`config.mk`:
```
export PLATFORM = sky130hd
export DESIGN_NAME = tws_top
export DESIGN_NICKNAME = d
export VERILOG_FILES = /design/src/rtl/tws_pkg.sv /design/src/rtl/tws_top.sv /design/src/rtl/tws_sync.sv /design/src/rtl/tws_clkgen.sv
export VERILOG_INCLUDE_DIRS = /design/src /design/src/rtl
export SDC_FILE = /design/constraint.sdc
export NUM_CORES = 1
export LEC_CHECK = 0
export BUFFER_PORTS_ARGS = -buffer_cell sky130_fd_sc_hd__buf_2
export CAP_MARGIN = 20
export CORE_ASPECT_RATIO = 0.9
export CORE_MARGIN = 5
export CORE_UTILIZATION = 58
export DETAILED_ROUTE_END_ITERATION = 12
export PLACE_DENSITY = 0.85
export SETUP_SLACK_MARGIN = 0.05
export SLEW_MARGIN = 10
export SYNTH_ARGS = -nofsm -noshare
export SYNTH_HDL_FRONTEND = slang
export SYNTH_HIERARCHICAL = 1
export SYNTH_SLANG_ARGS = --single-unit
```
`constraint.sdc`:
```
create_clock -name clk_sys -period 6.7 [get_ports clk_sys]
set_clock_uncertainty 0.05 [all_clocks]
set_input_delay 0.335 -clock clk_sys [delete_from_list [all_inputs] [get_ports clk_sys]]
set_output_delay 0.335 -clock clk_sys [all_outputs]
set_load 0.02 [all_outputs]
```
`src/rtl/tws_consts.svh`:
```
// Offsets, field positions, reset values and timing counts of the two-wire serial channel.
`ifndef TWS_CONSTS_SVH
`define TWS_CONSTS_SVH

// ----------------------------------------------------------------------
// Register indices; the byte address is four times the index
// ----------------------------------------------------------------------
`define TWS_IDX_SHIFT    18'h0ff1a
`define TWS_IDX_SLAVE    18'h0ff1d
`define TWS_IDX_PRESC    18'h0ff43
`define TWS_IDX_MODE     18'h0ff60
`define TWS_IDX_BUSCTL   18'h0ff61
`define TWS_IDX_INTTIM   18'h0ff63
`define TWS_IDX_PORT     18'h0ff70
`define TWS_IDX_STATUS   18'h0ff71

// ----------------------------------------------------------------------
// Field positions
// ----------------------------------------------------------------------
`define TWS_MODE_CLKSEL_HI   1
`define TWS_MODE_CLKSEL_LO   0
`define TWS_MODE_LINE_SEL    2
`define TWS_MODE_OP_HI       4
`define TWS_MODE_OP_LO       3
`define TWS_MODE_WAKE        5
`define TWS_MODE_COMPARE     6
`define TWS_MODE_ENABLE      7
`define TWS_BUSCTL_RELEASE   0
`define TWS_BUSCTL_COMMAND   1
`define TWS_INTTIM_CLKLVL    6
`define TWS_PORT_LATCH       0
`define TWS_PORT_DIR         1
`define TWS_STATUS_IRQ       0

// ----------------------------------------------------------------------
// Reset values and timing
// ----------------------------------------------------------------------
`define TWS_RST_MODE     8'h00
`define TWS_RST_BUSCTL   6'h00
`define TWS_RST_INTTIM   8'h00
`define TWS_RST_PRESC    4'h8
`define TWS_RST_SHIFT    8'hff
`define TWS_RST_SLAVE    8'h00
`define TWS_OP_TWO_WIRE  2'b11
`define TWS_PRESC_MIN    4'h6
`define TWS_PRESC_MAX    4'hd
`define TWS_LAST_BIT     3'h7
`define TWS_SYNC_W       3

`endif

```
`src/rtl/tws_pkg.sv`:
```
// Types shared by the two-wire serial channel modules.
package tws_pkg;

    typedef enum logic {
        TWS_IDLE,
        TWS_SHIFT
    } tws_state_type;

    typedef struct packed {
        tws_state_type st;
        logic [7:0]    shiftReg;
        logic [7:0]    slaveAddr;
        logic [7:0]    mode;
        logic [5:0]    busCtlHi;
        logic [7:0]    intTim;
        logic [3:0]    presc;
        logic          portLatch;
        logic          portDir;
        logic          irqFlag;
        logic          outLatch;
        logic          sckInt;
        logic          sckPrev;
        logic [2:0]    bitCnt;
        logic          pready;
        logic          pslverr;
        logic [31:0]   prdata;
        logic          sckOe;
        logic          dataAOe;
        logic          dataBOe;
    } tws_regs_type;

    typedef struct packed {
        logic [6:0] cnt;
        logic       timPrev;
        logic       tick;
    } tws_clk_type;

    typedef struct packed {
        logic [2:0] stage1;
        logic [2:0] stage2;
    } tws_sync_type;

endpackage

```
`src/rtl/tws_top.sv`:
```
// Two-wire clocked serial channel with an APB register port.
//
// Contract
// - Two select bits pick external, timer, prescaler.
// - Mode bits 11 give two-wire; bit picks line.
// - Wake-up zero: request after every transfer.
// - Compare flag: slave address equals shift register, while enabled.
// - Enable bit zero stops the channel.
// - Release sets latch, command clears; both self-clear.
// - Shift on falling clock edge, MSB first.
// - Sample data line on rising clock edge.
// - Stop after eight bits; set request only when wake-up is zero.
// - Start needs enable and idle clock high.
// - Late enable never starts an earlier write.
// - Bus level shifts back for error check.
// - Idle clock sits high; port latch pulses.
// - Clock level status reads zero when disabled.
`timescale 1ns/100ps
`include "tws_consts.svh"

module tws_top (
    input  wire logic        clk_sys,
    input  wire logic        rst,
    input  wire logic        psel,
    input  wire logic        penable,
    input  wire logic        pwrite,
    input  wire logic [19:0] paddr,
    input  wire logic [31:0] pwdata,
    output logic      [31:0] prdata,
    output logic             pready,
    output logic             pslverr,
    input  wire logic        timerTwoOut,
    input  wire logic        serialClockLineIn,
    output logic             serialClockLineOut,
    output logic             serialClockLineOe,
    input  wire logic        dataLineAIn,
    output logic             dataLineAOut,
    output logic             dataLineAOe,
    input  wire logic        dataLineBIn,
    output logic             dataLineBOut,
    output logic             dataLineBOe,
    output logic             channelIrq
);
    import tws_pkg::*;

    tws_regs_type s_r;
    tws_regs_type s_nxt;
    logic [2:0]   pinSync;
    logic         halfTick;
    logic         sckSync;
    logic         dataIn;
    logic         extClock;
    logic         enable;
    logic         twoWire;
    logic         fire;
    logic         wrEn;
    logic [17:0]  regIdx;
    logic         sckRise;
    logic         sckFall;
    logic         startOk;

    // ----------------------------------------------------------------------
    // Register decode
    // ----------------------------------------------------------------------
    function automatic logic isMapped(input logic [17:0] idx);
        case (idx)
            `TWS_IDX_SHIFT, `TWS_IDX_SLAVE, `TWS_IDX_PRESC, `TWS_IDX_MODE,
            `TWS_IDX_BUSCTL, `TWS_IDX_INTTIM, `TWS_IDX_PORT,
            `TWS_IDX_STATUS: isMapped = 1'b1;
            default: isMapped = 1'b0;
        endcase
    endfunction

    function automatic logic [7:0] readReg(input logic [17:0] idx,
                                           input tws_regs_type r,
                                           input logic cmpFlag,
                                           input logic clkLevel);
        logic [7:0] m;
        logic [7:0] t;
        m = r.mode;
        m[`TWS_MODE_COMPARE] = cmpFlag;
        t = r.intTim;
        t[`TWS_INTTIM_CLKLVL] = clkLevel;
        case (idx)
            `TWS_IDX_SHIFT:  readReg = r.shiftReg;
            `TWS_IDX_SLAVE:  readReg = r.slaveAddr;
            `TWS_IDX_PRESC:  readReg = {4'h0, r.presc};
            `TWS_IDX_MODE:   readReg = m;
            `TWS_IDX_BUSCTL: readReg = {r.busCtlHi, 2'b00};
            `TWS_IDX_INTTIM: readReg = t;
            `TWS_IDX_PORT:   readReg = {6'h00, r.portDir, r.portLatch};
            `TWS_IDX_STATUS: readReg = {7'h00, r.irqFlag};
            default:         readReg = 8'h00;
        endcase
    endfunction

    tws_sync u_sync (
        .clk_sys (clk_sys),
        .rst     (rst),
        .pinIn   ({serialClockLineIn, dataLineAIn, dataLineBIn}),
        .pinSync (pinSync)
    );

    tws_clkgen u_clkgen (
        .clk_sys     (clk_sys),
        .rst         (rst),
        .run         ((s_r.st == TWS_SHIFT) && !extClock),
        .useTimer    (!s_r.mode[`TWS_MODE_CLKSEL_LO]),
        .prescSel    (s_r.presc),
        .timerTwoOut (timerTwoOut),
        .halfTick    (halfTick)
    );

    // ----------------------------------------------------------------------
    // Channel decode and serial clock edges
    // ----------------------------------------------------------------------
    always_comb begin
        sckSync  = pinSync[2];
        enable   = s_r.mode[`TWS_MODE_ENABLE];
        extClock = !s_r.mode[`TWS_MODE_CLKSEL_HI];
        twoWire  = enable &&
                   (s_r.mode[`TWS_MODE_OP_HI:`TWS_MODE_OP_LO] == `TWS_OP_TWO_WIRE);
        // Bit clear selects line B; set selects line A.
        dataIn   = s_r.mode[`TWS_MODE_LINE_SEL] ? pinSync[1] : pinSync[0];
        regIdx   = paddr[19:2];
        fire     = psel && penable && s_r.pready;
        wrEn     = fire && pwrite;
        if (extClock) begin
            sckRise = sckSync && !s_r.sckPrev;
            sckFall = !sckSync && s_r.sckPrev;
        end else begin
            sckRise = halfTick && !s_r.sckInt;
            sckFall = halfTick && s_r.sckInt;
        end
        // The internal clock is stopped whenever no byte is in flight.
        startOk = enable && (s_r.st == TWS_IDLE) && (!extClock || sckSync);
    end

    // ----------------------------------------------------------------------
    // Next-state logic
    // ----------------------------------------------------------------------
    always_comb begin
        s_nxt = s_r;
        s_nxt.sckPrev = sckSync;

        // One wait state: the read data are captured when pready rises.
        s_nxt.pready  = psel && penable && !s_r.pready;
        s_nxt.pslverr = 1'b0;
        s_nxt.prdata  = 32'h0000_0000;
        if (s_nxt.pready) begin
            s_nxt.prdata = {24'h00_0000,
                            readReg(regIdx, s_r,
                                    enable && (s_r.slaveAddr == s_r.shiftReg),
                                    enable && sckSync)};
            s_nxt.pslverr = !isMapped(regIdx);
        end

        if (wrEn) begin
            case (regIdx)
                `TWS_IDX_SHIFT: begin
                    // A write during a transfer would corrupt the byte in flight.
                    if (s_r.st == TWS_IDLE) begin
                        s_nxt.shiftReg = pwdata[7:0];
                    end
                    if (startOk) begin
                        s_nxt.st = TWS_SHIFT;
                        s_nxt.bitCnt = 3'h0;
                    end
                end
                `TWS_IDX_SLAVE:  s_nxt.slaveAddr = pwdata[7:0];
                `TWS_IDX_PRESC:  s_nxt.presc = pwdata[3:0];
                `TWS_IDX_MODE: begin
                    s_nxt.mode = pwdata[7:0];
                    s_nxt.mode[`TWS_MODE_COMPARE] = 1'b0;
                end
                `TWS_IDX_BUSCTL: begin
                    s_nxt.busCtlHi = pwdata[7:2];
                    // Triggers are not stored, so they read back as zero.
                    if (pwdata[`TWS_BUSCTL_RELEASE]) begin
                        s_nxt.outLatch = 1'b1;
                    end
                    if (pwdata[`TWS_BUSCTL_COMMAND]) begin
                        s_nxt.outLatch = 1'b0;
                    end
                end
                `TWS_IDX_INTTIM: begin
                    s_nxt.intTim = pwdata[7:0];
                    s_nxt.intTim[`TWS_INTTIM_CLKLVL] = 1'b0;
                end
                `TWS_IDX_PORT: begin
                    s_nxt.portLatch = pwdata[`TWS_PORT_LATCH];
                    s_nxt.portDir = pwdata[`TWS_PORT_DIR];
                end
                `TWS_IDX_STATUS: begin
                    if (pwdata[`TWS_STATUS_IRQ]) begin
                        s_nxt.irqFlag = 1'b0;
                    end
                end
                default: begin
                end
            endcase
        end

        // Shift engine; it runs after the register writes so a new
        // completion wins over a clear in the same cycle.
        case (s_r.st)
            TWS_SHIFT: begin
                if (!extClock && halfTick) begin
                    s_nxt.sckInt = !s_r.sckInt;
                end
                if (sckFall) begin
                    s_nxt.outLatch = s_r.shiftReg[7];
                    s_nxt.shiftReg = {s_r.shiftReg[6:0], s_r.shiftReg[0]};
                end
                if (sckRise) begin
                    // The selected pin is read, not the latch, so a lost bit
                    // shows up as a changed byte.
                    s_nxt.shiftReg[0] = dataIn;
                    s_nxt.bitCnt = s_r.bitCnt + 3'h1;
                    if (s_r.bitCnt == `TWS_LAST_BIT) begin
                        s_nxt.st = TWS_IDLE;
                        s_nxt.sckInt = 1'b1;
                        if (!s_r.mode[`TWS_MODE_WAKE]) begin
                            s_nxt.irqFlag = 1'b1;
                        end
                    end
                end
            end
            default: begin
                s_nxt.sckInt = 1'b1;
            end
        endcase

        if (!s_nxt.mode[`TWS_MODE_ENABLE]) begin
            s_nxt.st = TWS_IDLE;
            s_nxt.sckInt = 1'b1;
            s_nxt.bitCnt = 3'h0;
        end

        // ------------------------------------------------------------------
        // Pin drivers: open drain, so the device only ever pulls low.
        // ------------------------------------------------------------------
        s_nxt.dataAOe = s_nxt.mode[`TWS_MODE_ENABLE] &&
                        (s_nxt.mode[`TWS_MODE_OP_HI:`TWS_MODE_OP_LO] == `TWS_OP_TWO_WIRE) &&
                        s_nxt.mode[`TWS_MODE_LINE_SEL] && !s_nxt.outLatch;
        s_nxt.dataBOe = s_nxt.mode[`TWS_MODE_ENABLE] &&
                        (s_nxt.mode[`TWS_MODE_OP_HI:`TWS_MODE_OP_LO] == `TWS_OP_TWO_WIRE) &&
                        !s_nxt.mode[`TWS_MODE_LINE_SEL] && !s_nxt.outLatch;
        // Clock output needs direction 0; the port latch gates the clock so
        // software can add pulses while the channel is idle.
        s_nxt.sckOe = s_nxt.mode[`TWS_MODE_ENABLE] &&
                      (s_nxt.mode[`TWS_MODE_OP_HI:`TWS_MODE_OP_LO] == `TWS_OP_TWO_WIRE) &&
                      s_nxt.mode[`TWS_MODE_CLKSEL_HI] && !s_nxt.portDir &&
                      (!s_nxt.sckInt || !s_nxt.portLatch);
    end

    // ----------------------------------------------------------------------
    // State register
    // ----------------------------------------------------------------------
    always_ff @(posedge clk_sys) begin
        if (rst) begin
            s_r <= '{st: TWS_IDLE, shiftReg: `TWS_RST_SHIFT, slaveAddr: `TWS_RST_SLAVE,
                     mode: `TWS_RST_MODE, busCtlHi: `TWS_RST_BUSCTL,
                     intTim: `TWS_RST_INTTIM, presc: `TWS_RST_PRESC,
                     portLatch: 1'b0, portDir: 1'b1, irqFlag: 1'b0,
                     outLatch: 1'b1, sckInt: 1'b1, sckPrev: 1'b1, bitCnt: 3'h0,
                     pready: 1'b0, pslverr: 1'b0, prdata: 32'h0000_0000,
                     sckOe: 1'b0, dataAOe: 1'b0, dataBOe: 1'b0};
        end else begin
            s_r <= s_nxt;
        end
    end

    assign prdata             = s_r.prdata;
    assign pready             = s_r.pready;
    assign pslverr            = s_r.pslverr;
    assign serialClockLineOut = 1'b0;
    assign serialClockLineOe  = s_r.sckOe;
    assign dataLineAOut       = 1'b0;
    assign dataLineAOe        = s_r.dataAOe;
    assign dataLineBOut       = 1'b0;
    assign dataLineBOe        = s_r.dataBOe;
    assign channelIrq         = s_r.irqFlag;
endmodule

```
`src/rtl/tws_sync.sv`:
```
// Two-flop synchroniser for the pins that the channel reads.
`timescale 1ns/100ps
`include "tws_consts.svh"

module tws_sync (
    input  wire logic                  clk_sys,
    input  wire logic                  rst,
    input  wire logic [`TWS_SYNC_W-1:0] pinIn,
    output logic      [`TWS_SYNC_W-1:0] pinSync
);
    import tws_pkg::*;

    tws_sync_type s_r;
    tws_sync_type s_nxt;

    always_comb begin
        s_nxt = s_r;
        s_nxt.stage1 = pinIn;
        s_nxt.stage2 = s_r.stage1;
    end

    always_ff @(posedge clk_sys) begin
        if (rst) begin
            s_r <= '{stage1: '1, stage2: '1};
        end else begin
            s_r <= s_nxt;
        end
    end

    assign pinSync = s_r.stage2;
endmodule

```
`src/rtl/tws_clkgen.sv`:
```
// Internal serial clock source: timer output edges or a prescaler divider.
`timescale 1ns/100ps
`include "tws_consts.svh"

module tws_clkgen (
    input  wire logic       clk_sys,
    input  wire logic       rst,
    input  wire logic       run,
    input  wire logic       useTimer,
    input  wire logic [3:0] prescSel,
    input  wire logic       timerTwoOut,
    output logic            halfTick
);
    import tws_pkg::*;

    tws_clk_type c_r;
    tws_clk_type c_nxt;
    logic [7:0]  limit;
    logic        prescOk;

    // ----------------------------------------------------------------------
    // Half-period length: code n divides the system clock by 2^(n-6).
    // ----------------------------------------------------------------------
    always_comb begin
        prescOk = (prescSel >= `TWS_PRESC_MIN) && (prescSel <= `TWS_PRESC_MAX);
        limit   = (8'h01 << (prescSel - `TWS_PRESC_MIN)) - 8'h01;
    end

    always_comb begin
        c_nxt = c_r;
        c_nxt.timPrev = timerTwoOut;
        c_nxt.tick = 1'b0;
        if (!run) begin
            c_nxt.cnt = 7'h00;
        end else if (useTimer) begin
            c_nxt.tick = timerTwoOut & ~c_r.timPrev;
        end else if (prescOk) begin
            if ({1'b0, c_r.cnt} == limit) begin
                c_nxt.tick = 1'b1;
                c_nxt.cnt = 7'h00;
            end else begin
                c_nxt.cnt = c_r.cnt + 7'h01;
            end
        end
    end

    always_ff @(posedge clk_sys) begin
        if (rst) begin
            c_r <= '{cnt: 7'h00, timPrev: 1'b0, tick: 1'b0};
        end else begin
            c_r <= c_nxt;
        end
    end

    assign halfTick = c_r.tick;
endmodule

```
==> flow_summary.ini, run 1 <==
[placed_design]
place_congestion = 0.944
placed_cell_area_um2 = 4360
numPortBuffers = 48
place_hpwl_um = 7630

[worst_hold_path]
min_path_type = primary input to flop

[cells_and_area]
multi_input_area_um2 = 2400
final_nets = 573
final_common_cell = dfxtp_1
ff_latch_area_um2 = 1560
syn2layout_area_growth_pct = 5.32
drive_gt1_frac = 0.178
design_area_um2 = 4530
final_cell_mix = dfxtp_1, buf_2, nand2_1
final_core_util = 0.634
fillers = 617
antenna_cells = 0

[flow_run]
drv_cap = 0

[clock_network]
post_cts_buffers = 0
htree_levels = 3
holdBufCountCts = 0
numCtsBuffers = 9
cts-resized-gates = 0
clock_tree.root_cell = clkbuf_8
clock_latency_ps = 350
cts_tree = done
clock-sinks = 78
clk_pin_slew_ps = 80
clockBufferDepth = 2

[drt]
wl_per_cell_um = 17.2
viasPerCell = 6.07
drt-pass1-iter-count = 6
antenna_left = 0
dr_total_vias = 3670
first_iter_violations = 398
wirelength_um = 10400
drc = 0

[timing]
setup_viol_count_final = 0
rsz0062_at_grt = no
finalMaxSlewViolations = 0
worst_pin_slew_ps = 770
fin_crit_sh = 0.436
setup_tns_ps = 0
maxSlewHeadroom = 0.483
period_minus_slack_ps = 2920
timing.fmax_mhz = 342
finalHoldViolCount = 0

[setup_path]
required_ps = 6870
cp_max_fo = 14
end_kind = flop
r2r_setup_slack_ps = 3780
worstPathArrival_ps = 3090
worstSetupStartpointType = flop
crit_type = flop to flop

[logic_synthesis]
netlist_area_um2 = 4300
seq_area_frac_synth = 0.363
yosysTopAreaCell = dfxtp_1
synth-seq-cells = 78
synthArstFlopShare = 0
synth_edf_count = 0
yosysUniqueCellTypes = 73
synth_cells = 483
avgSynthCellArea_um2 = 8.91
ys_warn_count = 6
netlist.area_leader.share = 0.363
synth_area_leaders = dfxtp_1, buf_4, mux2i_1
ys.flop_type = dfxtp_1

[floorplanning]
die_y_um = 91.7
fp.dieArea_um2 = 9240
die_x_um = 101
core-area_um2 = 7150
ioPinCount = 102
rows = 29
initial_core_util = 0.602

[global_routing]
grt_overflow = 0
grt_max_degree = 58
antenna_found_initial = 0
track_usage = 0.225
grt_pass1_wl_um = 16700
grt_pass1_vias = 3506

[outcome]
status = complete, no violations

[power_and_ir_drop]
power.static_leakage_nw = 1.77
p_seq_frac = 0.559
power_mw = 0.835
p_switching_mw = 0.211
switching_share = 0.252
power_per_cell_area_nw_per_um2 = 184
clkPwrFrac = 0.379
vdd_drop_max_uv = 139
internal-power_mw = 0.624
combPwrFrac = 0.062
[layout make-up]
cell class / count / share of cell area
clock buffer: 11 / 0.0312
tap: 93 / 0.0257
timing repair buffer: 49 / 0.0547
clock inverter: 5 / 0.00745
multi-input combinational: 360 / 0.529
sequential: 78 / 0.345
inverter: 9 / 0.00745
[per-layer routing]
layer | GRT usage | part of all wire
met5 | 0 | 0
met3 | 0.0751 | 0.10
met1 | 0.282 | 0.40
met4 | 0.0617 | 0.019
met2 | 0.367 | 0.48
[power groups by stage]
stage	registers, mW	logic (mW)	clock network (mW)
floorplan	0.478	0.0413	0
CTS	0.467	0.0506	0.319
global placement	0.478	0.0499	0
global route	0.467	0.0563	0.342
finish	0.467	0.0520	0.317
detailed placement	0.478	0.0506	0
[stage by stage]
| stage | hold slack, ps | worst slack [ps] | instances |
|---|---|---|---|
| global placement | 336 | 3880 | 589 |
| global route | 95.2 | 3580 | 605 |
| floorplan | 333 | 4320 | 509 |
| detailed placement | 338 | 3840 | 589 |
| finish | 107 | 3780 | 605 |
| CTS | 99.4 | 3830 | 605 |
[logic make-up (layout without fill, tap and decap cells)]
kind of cell               after synthesis  in the layout  synth area share
AOI/OAI and AO/OA                       92             92             0.156
xor gates and xnor gates                24             24            0.0506
adders and majority gates                5              5            0.0145
buffers and inverters                   71             74             0.103
DFF                                     78             78             0.363
muxes                                   32             32            0.0768
other                                    1             27          0.000872
and+or+nand+nor                        180            180             0.235
[path summary, 6_finish.rpt]
| path | from | to | cells past startpoint |
|---|---|---|---|
| worst max-delay path | s_r[47] | u_clkgen/c_r[8] | 8 |
| worst min-delay path | dataLineBIn | u_sync/s_nxt[0] | 2 |
| worst max register to register | s_r[47] | u_clkgen/c_r[8] | 8 |
| worst min register to register | u_sync/s_nxt[0] | u_sync/pinSync[0] | 1 |
[synth_stat cells (3+ instances only)]
cell type and n:
dfxtp_1 78, buf_4 37, nand2_1 37, a21oi_1 36, mux2i_1 27, nand3_1 27, nor2_1 27, nor3_1 17
xnor2_1 12, xor2_1 11, buf_2 10, clkbuf_1 10, and3_1 9, nand4_1 9, inv_1 7, nor3b_1 7
a211oi_2 6, a222oi_1 6, or2_1 6, a22oi_1 5, and4_1 5, ha_1 5, a211oi_1 4, a31oi_1 4
and2_1 4, o21ai_1 4, a221oi_1 3, and4b_1 3, buf_6 3, mux2_2 3, nand3_2 3, nor2b_1 3
nor4_1 3, o21ai_0 3, o31ai_1 3, or2_2 3
[worst max-delay path, cell delays in order, from the launching register on]
cell and delay, ps:
dfxtp_1 620, ha_1 310, xor2_1 260, nand3_1 190, ha_1 370, xnor2_1 130
nor4_1 270, and4b_1 470, a211oi_2 130
[sequential cells by signal, summed over array words and instances, names as in the netlist, 3 cells and up]
name and count:
s_r 48, prdata 8, u_clkgen/c_r 8, u_sync/pinSync 3, u_sync/s_nxt 3
Note: power is estimated with default switching activity, not from simulation.
==> run 2, diff against run 1 <==
Settings changed: CORE_UTILIZATION 58 to 54, PLACE_DENSITY 0.85 to 0.8.
Clock period 6.7 ns to 2.9 ns, I/O delays scaled along.
==> flow_summary.ini, run 2 (synthesis results as in run 1) <==
[outcome]
status = complete, no violations

[placed_design]
placed_cell_area_um2 = 4380
dp.cells = 594
place_hpwl_um = 7720
place_congestion = 0.996
place_ws_ps = 193
numPortBuffers = 48

[setup_path]
r2r_setup_slack_ps = 350
required_ps = 3100
ff2ff_path_depth = 9
cp_num_buf_inv = 0
worstPathArrival_ps = 2750
r2r-start = s_r[48]
cp_common_cell = ha_1
crit_type = flop to flop
rr_endpoint = u_clkgen/halfTick
worstSetupStartpointType = flop
slowest_delay_ps = 420
cp_cell_sequence = ha_1 > xor2_1 > nand3_1 > ha_1 > xnor2_1 > a21oi_1 > o21ai_0 > mux2_4 > a31o_2
crit_family = adder cells
slowest_stage = dfxtp_2
worstSetupStartpoint = s_r[48]
cp_max_fo = 8
end_kind = flop

[drt]
dr_total_vias = 3698
drc = 0
viasPerCell = 6.01
drt-pass1-iter-count = 6
first_iter_violations = 353
antenna_left = 0
wl_per_cell_um = 16.9
wirelength_um = 10400

[power_and_ir_drop]
power_mw = 2.16
vdd_drop_max_uv = 313
power_per_cell_area_nw_per_um2 = 462
power.static_leakage_nw = 1.84

[cells_and_area]
fin_cells = 615
final_common_cell = dfxtp_1
drive_gt1_frac = 0.185
final_nets = 580
final_cell_mix = dfxtp_1, buf_2, nand2_1
antenna_cells = 0
final_core_util = 0.610
largest_register_ffs = 48
design_area_um2 = 4670
regMostFlops = s_r
syn2layout_area_growth_pct = 8.52

[timing]
setup_tns_ps = 0
maxSlewHeadroom = 0.485
timing.fmax_mhz = 392
worst_pin_slew_ps = 767
rsz0062_at_grt = no
period_minus_slack_ps = 2550
holdWs_ps = 17.2
fin_ws_ps = 346
fin_crit_sh = 0.881
setup_viol_count_final = 0
finalMaxSlewViolations = 0
finalHoldViolCount = 0

[clock_network]
clock_latency_ps = 350
htree_levels = 3
clockBufferDepth = 2
clock-sinks = 78
clk_pin_slew_ps = 80
post_cts_buffers = 0
numCtsBuffers = 9
cts_tree = done
clock_tree.root_cell = clkbuf_8

[flow_run]
drv_cap = 0

[floorplanning]
fp.dieArea_um2 = 9860
rows = 30
initial_core_util = 0.562
ioPinCount = 102
die_x_um = 104
die_y_um = 94.7
core-area_um2 = 7660

[global_routing]
grt_overflow = 0
antenna_found_initial = 0
grt_pass1_vias = 3528
track_usage = 0.217
grt_max_degree = 38
grt_pass1_wl_um = 17500

[worst_hold_path]
hold_path_depth = 3
hold_end = pready
hold_start = psel
min_path_type = primary input to flop
-- run 2: cell count changes in the layout (fill, tap and decap cells not counted), moves of 2 or more --
cell,change
dlygate4sd3_1,+5
clkbuf_8,+2
clkinv_2,-2
buf_4,+2
bufinv_16,+2
-- run 2: report_power, final --
| part | switching [mW] | leakage [nW] | internal (mW) | total (mW) |
|---|---|---|---|---|
| Clock | 0.397 | 0.119 | 0.558 | 0.955 |
| Combinational | 0.0890 | 1.09 | 0.0370 | 0.126 |
| Sequential | 0.00261 | 0.631 | 1.08 | 1.08 |
| Total | 0.488 | 1.84 | 1.67 | 2.16 |
-- run 2: how the worst max path moves through the flow --
stage / endpoint / slack, ps / cells past startpoint
2_1_floorplan: u_clkgen/c_r[3] / 520 / 10
3_3_place_gp: u_clkgen/c_r[4] / 270 / 8
3_5_place_dp: u_clkgen/c_r[5] / 190 / 8
4_1_cts: u_clkgen/c_r[8] / 170 / 8
5_1_grt: u_clkgen/c_r[8] / 170 / 8
6_report: u_clkgen/halfTick / 350 / 9
-- run 2: worst min-delay path: cells and delay by family --
kind	cells	cell delay [ps]
buffers and inverters	1	110
AND/OR/NAND/NOR	2	110
-- run 2: repair_timing --
| item | 4_1_cts | 5_1_grt |
|---|---|---|
| endpoints found under the setup margin | 0 | 8 |
| hold endpoints to repair | 5 | 0 |
| hold buffers | 5 | 0 |
| gates resized for setup | 0 | 2 |
-- run 2: layout make-up --
type | instances | area, µm²
repair buffers | 56 | 313
clock inverters | 4 | 76.3
fillers | 684 | 2990
inverters | 9 | 33.8
well taps | 96 | 120
clock buffers | 12 | 165
multi-input cells | 360 | 2400
flip-flops and latches | 78 | 1560
-- run 2: layer usage --
layer / vias up / track usage / wire [µm]
li1: 1759 / - / -
met1: 1776 / 0.278 / 4420
met2: 143 / 0.369 / 5070
met3: 20 / 0.0608 / 715
met4: 0 / 0.0442 / 179
met5: - / 0 / 0
==> run 3, diff against run 2 <==
Settings changed: ABC_AREA set to 0, CORE_UTILIZATION 54 to 35, PLACE_DENSITY 0.8 to unset.
==> flow_summary.ini, run 3 (synthesis results as in run 1) <==
[global_routing]
track_usage = 0.158
grt_max_degree = 23
grt_pass1_wl_um = 18200
grt_pass1_vias = 3398
antenna_found_initial = 0
grt_overflow = 0

[clock_network]
numCtsBuffers = 9
post_cts_buffers = 0
htree_levels = 3
clock-sinks = 78
clk_pin_slew_ps = 60
holdBufCountCts = 4
clockBufferDepth = 2
clock_tree.root_cell = clkbuf_16
cts_tree = done
clock_latency_ps = 340
cts-resized-gates = 0

[floorplanning]
ioPinCount = 102
core-area_um2 = 12000
die_y_um = 115
rows = 38
fp.dieArea_um2 = 14600
die_x_um = 127
initial_core_util = 0.358

[setup_path]
required_ps = 3050
end_kind = flop
crit_type = flop to flop
cp_max_fo = 6
r2r_setup_slack_ps = 290
worstSetupStartpointType = flop
worstPathArrival_ps = 2760

[timing]
rsz0062_at_grt = no
period_minus_slack_ps = 2610
fin_crit_sh = 0.900
maxSlewHeadroom = 0.491
finalMaxSlewViolations = 0
worst_pin_slew_ps = 758
setup_viol_count_final = 0
setup_tns_ps = 0
finalHoldViolCount = 0
timing.fmax_mhz = 383

[cells_and_area]
ff_latch_area_um2 = 1560
fillers = 1212
largest_register_ffs = 48
syn2layout_area_growth_pct = 11.2
regMostFlops = s_r
drive_gt1_frac = 0.181
multi_input_area_um2 = 2400
final_core_util = 0.398
final_common_cell = dfxtp_1
antenna_cells = 0
final_cell_mix = dfxtp_1, buf_2, nand2_1
final_nets = 582

[worst_hold_path]
min_path_type = primary input to flop

[drt]
wl_per_cell_um = 16.8
viasPerCell = 5.38
wirelength_um = 11500
drc = 0
dr_total_vias = 3655
drt-pass1-iter-count = 8
antenna_left = 0
first_iter_violations = 398

[power_and_ir_drop]
power_per_cell_area_nw_per_um2 = 469
power.static_leakage_nw = 1.86
vdd_drop_max_uv = 270

[outcome]
status = complete, no violations

[placed_design]
numPortBuffers = 48
place_congestion = 0.883
place_hpwl_um = 8470

[flow_run]
drv_cap = 0
## run 3: cell types whose count changed in the layout (fill, tap and decap cells not counted), sizes merged
cell         delta
dlygate4sd3     -1
buf             +3
bufinv          -2
clkinv          +2
inv             -1
## run 3: report_power, final
| part | switching (mW) | total [mW] | internal, mW |
|---|---|---|---|
| registers | 0.00252 | 1.08 | 1.08 |
| logic | 0.0923 | 0.130 | 0.0375 |
| clock network | 0.434 | 1.03 | 0.598 |
## run 3: final timing paths
check,end,from,depth (start not counted)
setup / recovery,u_clkgen/c_r[6],s_r[47],8
hold / removal,pready,penable,3
setup reg to reg,u_clkgen/c_r[6],s_r[47],8
hold reg to reg,u_sync/pinSync[2],u_sync/s_nxt[2],1
## run 3: per-stage QoR
stage	setup WS, ps	power (mW)	cells	hold WS [ps]	instance area (µm²)
final	290	2.24	680	29.5	4790
after global routing	163	2.33	680	36.5	4790
after CTS	326	2.27	680	8.99	4790
after detailed placement	326	1.23	661	276	4480
after global placement	418	1.23	661	274	4480
after floorplan	524	1.20	509	167	4400
## run 3: worst max-delay path: stages (launching register included)
cell	delay, ps
dfxtp_1	340
ha_1	230
xor2_1	280
nand3_1	210
ha_1	350
xnor2_1	130
nor4_1	250
and4b_1	490
a211oi_2	120
## run 3: per-layer routing
| layer | vias to the layer above | GRT usage | part of all wire |
|---|---|---|---|
| li1 | 1766 | - | - |
| met1 | 1724 | 0.214 | 0.46 |
| met2 | 152 | 0.231 | 0.43 |
| met3 | 13 | 0.0581 | 0.092 |
| met4 | 0 | 0.0586 | 0.018 |
| met5 | - | 0 | 0 |
## run 3: cell type report
cell class | instances | area share
Sequential cell | 78 | 0.326
Multi-Input combinational cell | 360 | 0.501
Clock inverter | 3 | 0.00444
Timing Repair Buffer | 58 | 0.0680
Tap cell | 160 | 0.0418
Inverter | 9 | 0.00706
Clock buffer | 12 | 0.0515
